### config.mk
export PLATFORM = sky130hd
export DESIGN_NAME = sadc_sequencer
export DESIGN_NICKNAME = d
export VERILOG_FILES = /design/src/hdl/sadc_sequencer.v /design/src/hdl/sadc_edge_sync.v
export VERILOG_INCLUDE_DIRS = /design/src /design/src/common
export SDC_FILE = /design/constraint.sdc
export NUM_CORES = 1
export LEC_CHECK = 0
export ABC_AREA = 1
export BUFFER_PORTS_ARGS = -buffer_cell sky130_fd_sc_hd__buf_4
export CAP_MARGIN = 20
export CORE_UTILIZATION = 55
export DETAILED_ROUTE_END_ITERATION = 8
export GPL_ROUTABILITY_DRIVEN = 1
export PLACE_DENSITY = 0.75
export SLEW_MARGIN = 20
export SYNTH_ARGS = -nofsm -noshare
export SYNTH_HDL_FRONTEND = slang
export SYNTH_HIERARCHICAL = 1
export SYNTH_SLANG_ARGS = --single-unit
### constraint.sdc
create_clock -name clk -period 2.6 [get_ports clk]
set_clock_uncertainty 0.05 [all_clocks]
set_input_delay 0.78 -clock clk [delete_from_list [all_inputs] [get_ports clk]]
set_output_delay 0.78 -clock clk [all_outputs]
set_load 0.01 [all_outputs]
### src/common/sadc_defines.vh
// Register offsets, field positions, reset values and timing for the converter sequencer
`ifndef SADC_DEFINES_VH
`define SADC_DEFINES_VH
`define SADC_ADDR_W 8
`define SADC_OFF_CTRL0 8'hE8
`define SADC_OFF_CTRL1 8'hE1
`define SADC_OFF_CTRL2 8'hE2
`define SADC_OFF_SAMPLE 8'hF2
`define SADC_OFF_RES_HI 8'hC3
`define SADC_OFF_RES_LO 8'hC2
`define SADC_OFF_CMP_HI 8'hF0
`define SADC_OFF_CMP_LO 8'hF1
`define SADC_OFF_IRQ_STAT 8'hF4
`define SADC_OFF_IRQ_MASK 8'hF5
`define SADC_CTRL0_RESET 8'h00
`define SADC_CTRL1_RESET 8'h20
`define SADC_CTRL2_RESET 8'h00
`define SADC_SAMPLE_RESET 8'h00
`define SADC_BIT_DONE 7
`define SADC_BIT_BUSY 6
`define SADC_SEL_MSB 3
`define SADC_BIT_POWER 0
`define SADC_BIT_EXT 1
`define SADC_BIT_CMP_POL 6
`define SADC_BIT_CMP_EN 5
`define SADC_BIT_CMP_OUT 4
`define SADC_IRQ_DONE 0
`define SADC_IRQ_CMP 1
`define SADC_SEL_MAX_AIN 4'h7
`define SADC_SEL_BANDGAP 4'hF
`define SADC_SAR_STEPS 10
`endif

### src/hdl/sadc_sequencer.v
// Successive-approximation converter sequencer with register port
// What this block does
// - Analog circuitry is powered only while the power-on bit is set.
// - Select codes 0-7 pick an analog input, code 15 the band-gap.
// - Writing one to busy bit 6 starts conversion; zero does nothing.
// - Busy bit reads one during the whole conversion, zero when idle.
// - On completion clear busy, set done bit 7, request interrupt if enabled.
// - Result upper 8 bits to high register, lowest 2 bits to low register.
// - Done flag stays until software clears it; no new conversion meanwhile.
// - With external trigger selected, a pin falling edge starts a conversion.
// - Start requests during a conversion are silently dropped.
// - Acquisition lasts one plus sample-time setting cycles, 1 to 256.
// - Comparator checks the result against a 10-bit constant in two registers.
// - With compare enabled, compare output updates at every completion.
// - Polarity 0: output one if result >= constant; 1: if result below.
//
// The strobed register port was chosen for this implementation.
`timescale 1ns/100ps
`include "sadc_defines.vh"
module sadc_sequencer #(
   parameter SAR_STEPS = `SADC_SAR_STEPS
) (
   input wire clk,
   input wire nrst,
   input wire [7:0] addr,
   input wire [7:0] wdata,
   input wire wr,
   input wire rd,
   output reg [7:0] rdata,
   input wire trigger_pin,
   output reg analog_power,
   output reg [8:0] analog_input_en,
   output reg sample_hold,
   output reg [9:0] sar_trial,
   input wire sar_compare,
   output wire irq
);
   localparam ST_IDLE = 2'd0;
   localparam ST_ACQ = 2'd1;
   localparam ST_SAR = 2'd2;

   reg [1:0] state;
   reg [7:0] acq_cnt;
   reg [3:0] step;
   reg [9:0] sar_val;
   reg [9:0] result;
   reg done_flag;
   reg [3:0] input_select;
   reg converter_power_on;
   reg external_trigger_select;
   reg [2:0] clk_div_field;
   reg compare_polarity;
   reg compare_enable;
   reg compare_output;
   reg [7:0] sample_time_setting;
   reg [7:0] compare_value_high;
   reg [1:0] compare_value_low;
   reg [1:0] irq_status;
   reg [1:0] irq_mask;
   wire pin_fall;
   wire busy;
   wire sw_start;
   wire start;
   wire finish;
   wire [9:0] compare_value;
   wire [1:0] irq_set;
   wire rd_stat;
   wire acq_more;
   wire [9:0] final_value;
   wire cmp_hit;
   wire [8:0] route_hit;
   genvar ch;

   function sel_hit;
      input [7:0] a;
      input [7:0] off;
      begin
         sel_hit = (a == off);
      end
   endfunction

   function route_match;
      input [3:0] sel;
      input integer code;
      begin
         route_match = ({28'h0000000, sel} == code);
      end
   endfunction

   sadc_edge_sync u_sync (
      .clk(clk),
      .nrst(nrst),
      .pin(trigger_pin),
      .fall(pin_fall)
   );

   assign busy = (state != ST_IDLE);
   assign sw_start = wr && sel_hit(addr, `SADC_OFF_CTRL0) && wdata[`SADC_BIT_BUSY];
   // gate both sources; done flag blocks, busy discards
   assign start = (sw_start || (external_trigger_select && pin_fall)) && !busy
      && !done_flag && converter_power_on;
   assign finish = (state == ST_SAR) && (step == SAR_STEPS[3:0] - 4'd1);
   assign compare_value = {compare_value_high, compare_value_low};
   assign rd_stat = rd && sel_hit(addr, `SADC_OFF_IRQ_STAT);
   assign irq_set = {finish && compare_enable, finish};
   assign irq = |(irq_status & irq_mask);
   assign acq_more = (state == ST_ACQ) && (acq_cnt != 8'h00) && converter_power_on;
   assign final_value = sar_compare ? sar_trial : sar_val;
   assign cmp_hit = compare_polarity ? (final_value < compare_value)
      : (final_value >= compare_value);

   generate
      for (ch = 0; ch < 8; ch = ch + 1) begin : g_route
         assign route_hit[ch] = route_match(input_select, ch);
      end
   endgenerate
   assign route_hit[8] = (input_select == `SADC_SEL_BANDGAP);

   // Trial word: bits already decided plus the bit under test
   always @* begin
      sar_trial = sar_val | (10'h200 >> step);
      if (state != ST_SAR) begin
         sar_trial = 10'h000;
      end
   end

   // one-hot input routing, reserved codes route nothing
   always @(posedge clk or negedge nrst) begin
      if (!nrst) begin
         analog_power <= 1'b0;
         analog_input_en <= 9'h000;
         sample_hold <= 1'b0;
      end else begin
         analog_power <= converter_power_on;
         // Reserved codes match no channel
         analog_input_en <= converter_power_on ? route_hit : 9'h000;
         // Exactly as long as acquisition, so no trial overlaps sampling
         sample_hold <= start || acq_more;
      end
   end

   always @(posedge clk or negedge nrst) begin
      if (!nrst) begin
         state <= ST_IDLE;
         acq_cnt <= 8'h00;
         step <= 4'h0;
         sar_val <= 10'h000;
         result <= 10'h000;
         compare_output <= 1'b0;
      end else begin
         case (state)
            ST_IDLE: begin
               if (start) begin
                  state <= ST_ACQ;
                  acq_cnt <= sample_time_setting;
               end
            end
            ST_ACQ: begin
               if (acq_cnt == 8'h00) begin
                  state <= ST_SAR;
                  step <= 4'h0;
                  sar_val <= 10'h000;
               end else begin
                  acq_cnt <= acq_cnt - 8'h01;
               end
            end
            ST_SAR: begin
               if (sar_compare) begin
                  sar_val <= sar_trial;
               end
               step <= step + 4'h1;
               if (finish) begin
                  state <= ST_IDLE;
                  // store full result, split on read
                  result <= final_value;
                  if (compare_enable) begin
                     compare_output <= cmp_hit;
                  end
               end
            end
            default: begin
               state <= ST_IDLE;
            end
         endcase
         // Power removal aborts a conversion
         if (!converter_power_on) begin
            state <= ST_IDLE;
         end
      end
   end

   always @(posedge clk or negedge nrst) begin
      if (!nrst) begin
         done_flag <= 1'b0;
         input_select <= 4'h0;
         converter_power_on <= 1'b0;
         external_trigger_select <= 1'b0;
         clk_div_field <= 3'h2;
         compare_polarity <= 1'b0;
         compare_enable <= 1'b0;
         sample_time_setting <= `SADC_SAMPLE_RESET;
         compare_value_high <= 8'h00;
         compare_value_low <= 2'h0;
         irq_status <= 2'h0;
         irq_mask <= 2'h0;
      end else begin
         if (wr) begin
            if (sel_hit(addr, `SADC_OFF_CTRL0)) begin
               done_flag <= wdata[`SADC_BIT_DONE];
               input_select <= wdata[`SADC_SEL_MSB:0];
            end
            if (sel_hit(addr, `SADC_OFF_CTRL1)) begin
               converter_power_on <= wdata[`SADC_BIT_POWER];
               external_trigger_select <= wdata[`SADC_BIT_EXT];
               clk_div_field <= wdata[6:4];
            end
            if (sel_hit(addr, `SADC_OFF_CTRL2)) begin
               compare_polarity <= wdata[`SADC_BIT_CMP_POL];
               compare_enable <= wdata[`SADC_BIT_CMP_EN];
            end
            if (sel_hit(addr, `SADC_OFF_SAMPLE)) begin
               sample_time_setting <= wdata;
            end
            if (sel_hit(addr, `SADC_OFF_CMP_HI)) begin
               compare_value_high <= wdata;
            end
            if (sel_hit(addr, `SADC_OFF_CMP_LO)) begin
               compare_value_low <= wdata[1:0];
            end
            if (sel_hit(addr, `SADC_OFF_IRQ_MASK)) begin
               irq_mask <= wdata[1:0];
            end
         end
         // completion sets done, set beats clear
         if (finish) begin
            done_flag <= 1'b1;
         end
         // Read clears status; a same-cycle event survives
         irq_status <= (rd_stat ? 2'h0 : irq_status) | irq_set;
      end
   end

   // Read data valid in the cycle after the strobe
   always @(posedge clk or negedge nrst) begin
      if (!nrst) begin
         rdata <= 8'h00;
      end else if (rd) begin
         case (addr)
            `SADC_OFF_CTRL0: rdata <= {done_flag, busy, 2'b00, input_select};
            `SADC_OFF_CTRL1: rdata <= {1'b0, clk_div_field, 2'b00, external_trigger_select,
               converter_power_on};
            `SADC_OFF_CTRL2: rdata <= {1'b0, compare_polarity, compare_enable, compare_output,
               4'h0};
            `SADC_OFF_SAMPLE: rdata <= sample_time_setting;
            `SADC_OFF_RES_HI: rdata <= result[9:2];
            `SADC_OFF_RES_LO: rdata <= {6'h00, result[1:0]};
            `SADC_OFF_CMP_HI: rdata <= compare_value_high;
            `SADC_OFF_CMP_LO: rdata <= {6'h00, compare_value_low};
            `SADC_OFF_IRQ_STAT: rdata <= {6'h00, irq_status};
            `SADC_OFF_IRQ_MASK: rdata <= {6'h00, irq_mask};
            default: rdata <= 8'h00;
         endcase
      end else begin
         rdata <= 8'h00;
      end
   end
endmodule // sadc_sequencer

### src/hdl/sadc_edge_sync.v
// Two-stage synchroniser with falling-edge detector for the trigger pin
`timescale 1ns/100ps
module sadc_edge_sync (
   input wire clk,
   input wire nrst,
   input wire pin,
   output reg fall
);
   reg meta;
   reg sync;
   reg sync_d;
   always @(posedge clk or negedge nrst) begin
      if (!nrst) begin
         meta <= 1'b1;
         sync <= 1'b1;
         sync_d <= 1'b1;
         fall <= 1'b0;
      end else begin
         meta <= pin;
         sync <= meta;
         sync_d <= sync;
         fall <= sync_d & ~sync;
      end
   end
endmodule // sadc_edge_sync

**After elaboration in Yosys (flattened, before gate mapping)**

Cells that the tools add are included.

- Register bits: 92
- Input port bits: 22
- Logic and storage cells: 124

- Add/sub/neg operators: 2
- Order comparisons: 2
- Equality and inequality tests: 28
- Shift operators: 1
- Mux-type cells: 22
- Bitwise gates (word level): 5
- Reduce and logical (&&, ||, !) cells: 38

Operator list:

| kind | count |
|---|---|
| 8-bit equality test (second input constant) | 10 |
| 8-bit one-hot mux with 10 select lines | 1 |
| 10-bit two-way mux | 3 |
| 8-bit two-way mux | 3 |
| 10-bit one-hot mux with 2 select lines | 1 |
| 2-bit AND reduction | 10 |
| 4-bit by 3-bit equality test with 1-bit output (second input constant) | 4 |
| 8-bit one-hot mux with 2 select lines | 1 |
| 1-bit logical AND | 11 |
| 10-bit >= comparator | 1 |
| 10-bit less-than comparator | 1 |
| 2-bit two-way mux | 5 |
| 10-bit OR | 1 |
| 2-bit nonzero test | 5 |
| 10-bit by 4-bit >> shifter with 10-bit output (first input constant) | 1 |
| 9-bit two-way mux | 1 |
| 3-bit AND reduction | 3 |
| 4-bit by 2-bit equality test with 1-bit output (second input constant) | 2 |
| 4-bit equality test (second input constant) | 2 |
| 8-bit logical NOT | 1 |
| 4-bit one-hot mux with 2 select lines | 1 |
| 8-bit nonzero test | 1 |
| 8-bit by 1-bit subtractor with 8-bit output (second input constant) | 1 |
| 2-bit inequality test (second input constant) | 3 |
| 19 further kinds | 25 |

**Logic depth before layout (Yosys ltp)**

- Depth in word-level cells: 10
- Gate-level depth with buffers: 17

**By module**

The synthesis kept the hierarchy.

By module, submodules not included:

| module | times used | cells an instance | area each (µm²) |
|---|---|---|---|
| sadc_sequencer | 1 | 592 | 4662.0 |
| sadc_edge_sync | 1 | 6 | 113.9 |

**Least setup slack after synthesis**

Ideal clock, no wire load.

- Path type: in2reg
- Start point: input port sar_compare
- End point: register compare_output
- Library setup time: 0.117 ns
- Data arrival time: 2.252 ns
- Required time: 2.433 ns
- Path slack: 0.180 ns
- Stages on the path: 11
- Buffers on the path: 2
- Cell sequence: buf_2 buf_1 nand2_1 o21ai_0 ha_1 a21o_1 nor2_1 nand3_1 nand2b_1 nand3_1 nand2_1

- Longest elaborated chain between the ends: 3

Ends and longest elaborated chain:

| what | RTL line | text |
|---|---|---|
| start: declaration | sadc_sequencer.v:35 | `input wire sar_compare,` |
| 10-bit two-way mux (*) | n/a |  |
| net final_value[9] | sadc_sequencer.v:69 | `wire [9:0] final_value;` |
| 10-bit >= comparator or 10-bit less-than comparator (tied branches) | sadc_sequencer.v:110, sadc_sequencer.v:109 |  |
| 1-bit two-way mux (*) | sadc_sequencer.v:109 | `assign cmp_hit = compare_polarity ? (final_value < compare_value)` |
| end signal: assignment | sadc_sequencer.v:177 | `compare_output <= cmp_hit;` |
| end: declaration | sadc_sequencer.v:54 | `reg compare_output;` |

Mark *: on every way through the listed nets, which the timed path passes. The rest lies on a longest branch.
A chain may end at the register's enable or synchronous reset.

**Worst setup path in the final report**

- Start point: register step[1]
- End point: output port sar_trial[0]

- Longest elaborated chain between the ends: 3

Ends and longest elaborated chain:

| what | RTL line | text |
|---|---|---|
| start: declaration | sadc_sequencer.v:44 | `reg [3:0] step;` |
| start signal: assignment | sadc_sequencer.v:171 | `step <= step + 4'h1;` |
| 10-bit by 4-bit >> shifter with 10-bit output | sadc_sequencer.v:121 | `sar_trial = sar_val \| (10'h200 >> step);` |
| 10-bit OR | sadc_sequencer.v:121 |  |
| 10-bit two-way mux | sadc_sequencer.v:122 | `if (state != ST_SAR) begin` |
| end: declaration | sadc_sequencer.v:34 | `output reg [9:0] sar_trial,` |

Every way passes these cells.

==> flow_metrics.tcl <==
set metrics [dict create \
    outcome "finished, final reports clean" \
    num_rows 33 \
    drive_gt1_share_pct 16.77 \
    met1_usage_pct 38.71 \
    cts-resized-gates 0 \
    setup_viol 0 \
    clock-sinks 92 \
    wirelength_mm 11.86 \
    synth_area_leader_cell "dfrtp_1" \
    power_density_nw_per_um2 514.2 \
    crit_buf_inv 3 \
    period_share_pct 95.14 \
    cpLargestDelayFamily "flip-flops" \
    vias 4180 \
    synthTopCellsByArea "dfrtp_1 (46%), nand2_1 (12%), inv_1 (5.9%)" \
    syn-cell-area_um2 4776 \
    crit_slowest_cell "dfrtp_1" \
    first_global_vias 3977 \
    dr.first_iter.drc_count 284 \
    finalSetupTns_ns 0 \
    cts_hold_buf 0 \
    cp-start-kind "flop" \
    synth_seq_cells 92 \
    cts_inserted_buffers 9 \
    area_growth_syn_to_layout_pct 16.03 \
    dpl_worst_slack_ns 0.2048 \
    p_leak_nw 2.810 \
    setup_ws_ns 0.1262 \
    busiest_layer "met2" \
    grt_setup_unrepaired "no" \
    die_h_um 95.19 \
    die_area_um2 9060 \
    synthXorXnorAreaFrac_pct 0.9170 \
    nNetsFinal 703 \
    dpl_cell_area_um2 5334 \
    worst_slew_pin_slew_ns 0.5250 \
    slowest_delay_ns 0.42 \
    ios 52 \
    hp-class "reg2reg" \
    avgSynthCellArea_um2 7.986 \
    clk_pin_slew_worst_paths_ns 0.10 \
    hold_viol_final 0 \
    finish.utilization_pct 66.77 \
    gr-usage-met2_pct 44.17 \
    maxCapViolCount 0 \
    instances_no_fill 773 \
    synth_compound_area_share_pct 12.03 \
    htree_num_levels 3 \
    fmax_ghz 0.4042 \
    synthAdderAreaFrac_pct 4.716 \
    gr-usage-all-layers_pct 28.27 \
    antenna_found_initial 0 \
    gp_congestion 0.9496 \
    initial_core_util_pct 57.55 \
    path_cells "inv_1, ha_1, inv_1, nor2_1, nand3_2, o21ai_1, buf_4" \
    finalPower_mw 2.849 \
    yosysUniqueCellTypes 37 \
    grt_max_degree 42 \
    postRouteAntennaNets 0 \
    design_area_um2 5542 \
    viasPerCell 5.408 \
    cts_tree "built" \
    num_antenna_cells 0 \
    die_w_um 95.19 \
    syn_nets 638 \
    vdd_drop_max_v 0.0003438 \
    port-buffer-count 51 \
    clockRootBuffer "clkbuf_8" \
    fin_crit_ns 2.474 \
    place_hpwl_mm 8.972 \
    core_um2 8299 \
    yosysSeqAreaShare_pct 48.31 \
    yosys_warnings 6 \
    globalRouteOverflowTotal 0 \
    critPathMaxFanout 3 \
    synth_top_area_share_pct 46.11 \
    post_cts_buffers 0 \
    slew_violations 0 \
    post-route-drc-count 0 \
    cp.arrival_ns 1.64 \
    relSlewSlack_pct 65.00 \
    dr.pass1.iters 5 \
    grt_first_pass_wirelength_mm 19.16 \
    clockBufferDepth 2 \
    muxShareOfSynthArea_pct 0 \
    routedWlPerCell_um 15.34 \
    required_ns 1.77 \
    clkLatencyLatePin_ns 0.36 \
    placedCellCount 756 \
    syn_inst 598 \
    synth-simple-area-share_pct 26.12 \
    holdWs_ns 0.3146 \
    synth_top_family_by_area "simple AND/OR/NAND/NOR gates" \
    path_class "reg2out" \
    grtUsageMet3_pct 5.024 \
    cpMostUsedCell "inv_1" \
    cp-end-kind "primary output" \
]
[cell type report]
cell class,count,area [µm²]
Fill cell,695,2758
Tap cell,105,131.4
Timing Repair Buffer,66,508.0
Inverter,81,304.0
Clock inverter,6,72.57
Clock buffer,10,127.6
Multi-Input combinational cell,413,2091
Sequential cell,92,2307
[per-layer routing]
| metal | routed length (µm) | vias to the layer above | part of all wire (%) |
|---|---|---|---|
| met5 | 0 | - | 0 |
| met4 | 314 | 0 | 2.6 |
| met3 | 682 | 22 | 5.8 |
| met2 | 5530 | 153 | 47 |
| met1 | 5331 | 1955 | 45 |
| li1 | - | 2050 | - |
[report_power, final]
group | internal, mW | switching [mW] | leakage [nW] | total, mW
clock network | 0.454 | 0.535 | 0.0971 | 0.989
registers | 1.49 | 0.0385 | 1.10 | 1.53
logic | 0.122 | 0.206 | 1.61 | 0.328
[worst reg2reg max path: cells and delay by family (launching register included)]
kind / cells / cell delay, ns
flops: 1 / 0.43
compound gates: 2 / 0.32
simple gates: 9 / 0.77
fa+ha+maj: 3 / 0.74
[cell usage in the layout (no fill, tap or decap), types with 4 or more instances in the layout]
| cell | netlist | final |
|---|---|---|
| nand2_1 | 157 | 157 |
| dfrtp_1 | 88 | 88 |
| o21ai_1 | 27 | 27 |
| nand4_1 | 8 | 8 |
| nor2_4 | 5 | 5 |
| ha_1 | 18 | 18 |
| clkbuf_8 | 0 | 9 |
| inv_2 | 4 | 4 |
| nand3_1 | 48 | 48 |
| o21a_1 | 4 | 4 |
| o21ai_0 | 46 | 46 |
| a21oi_1 | 9 | 9 |
| nor2_1 | 50 | 50 |
| o22ai_1 | 7 | 7 |
| a21oi_2 | 5 | 5 |
| nor2_2 | 6 | 6 |
| nand2_2 | 4 | 4 |
| buf_4 | 2 | 65 |
| dfstp_2 | 4 | 4 |
| inv_1 | 75 | 75 |
[registers in the layout (all words and copies together) (netlist names), 2 cells and up]
signal / cells
acq_cnt: 8
analog_input_en: 9
clk_div_field: 3
compare_value_high: 8
compare_value_low: 2
input_select: 4
irq_mask: 2
irq_status: 2
rdata: 8
result: 10
sample_time_setting: 8
sar_val: 10
state: 2
step: 4
[cell usage after synthesis (all sizes together)]
library cell and number:
nand2 161, and3 1, o21ai 73, clkinv 2
o22ai 7, a21o 1, buf 11, dfstp 4
xnor2 3, nand2b 1, nor4 2, nand3 49
nor3 3, nor2 61, a21boi 1, inv 79
o21bai 3, dfrtp 88, ha 18, a22o 1
a21oi 14, clkbuf 1, nand4 8, xor2 2
o21a 4
[cells by family (layout without fill, tap and decap cells)]
kind of cell / after synthesis / count (layout)
buf+inv: 93 / 163
flops: 92 / 92
compound gates: 104 / 104
simple gates: 286 / 286
fa+ha+maj: 18 / 18
xor+xnor: 5 / 5
[final timing paths]
| path | from | endpoint | slack [ns] | cells after the start |
|---|---|---|---|---|
| setup / recovery | step[1] | sar_trial[0] | 0.13 | 7 |
| hold / removal | u_sync/meta | u_sync/sync | 0.31 | 0 |
| setup reg to reg | step[0] | compare_output | 0.23 | 14 |
| hold reg to reg | u_sync/meta | u_sync/sync | 0.31 | 0 |
| max in group asynchronous | nrst | clk_div_field[1] | 1.50 | 2 |
| min in group asynchronous | nrst | acq_cnt[4] | 0.34 | 1 |
Power figures use the tool's default switching activity.
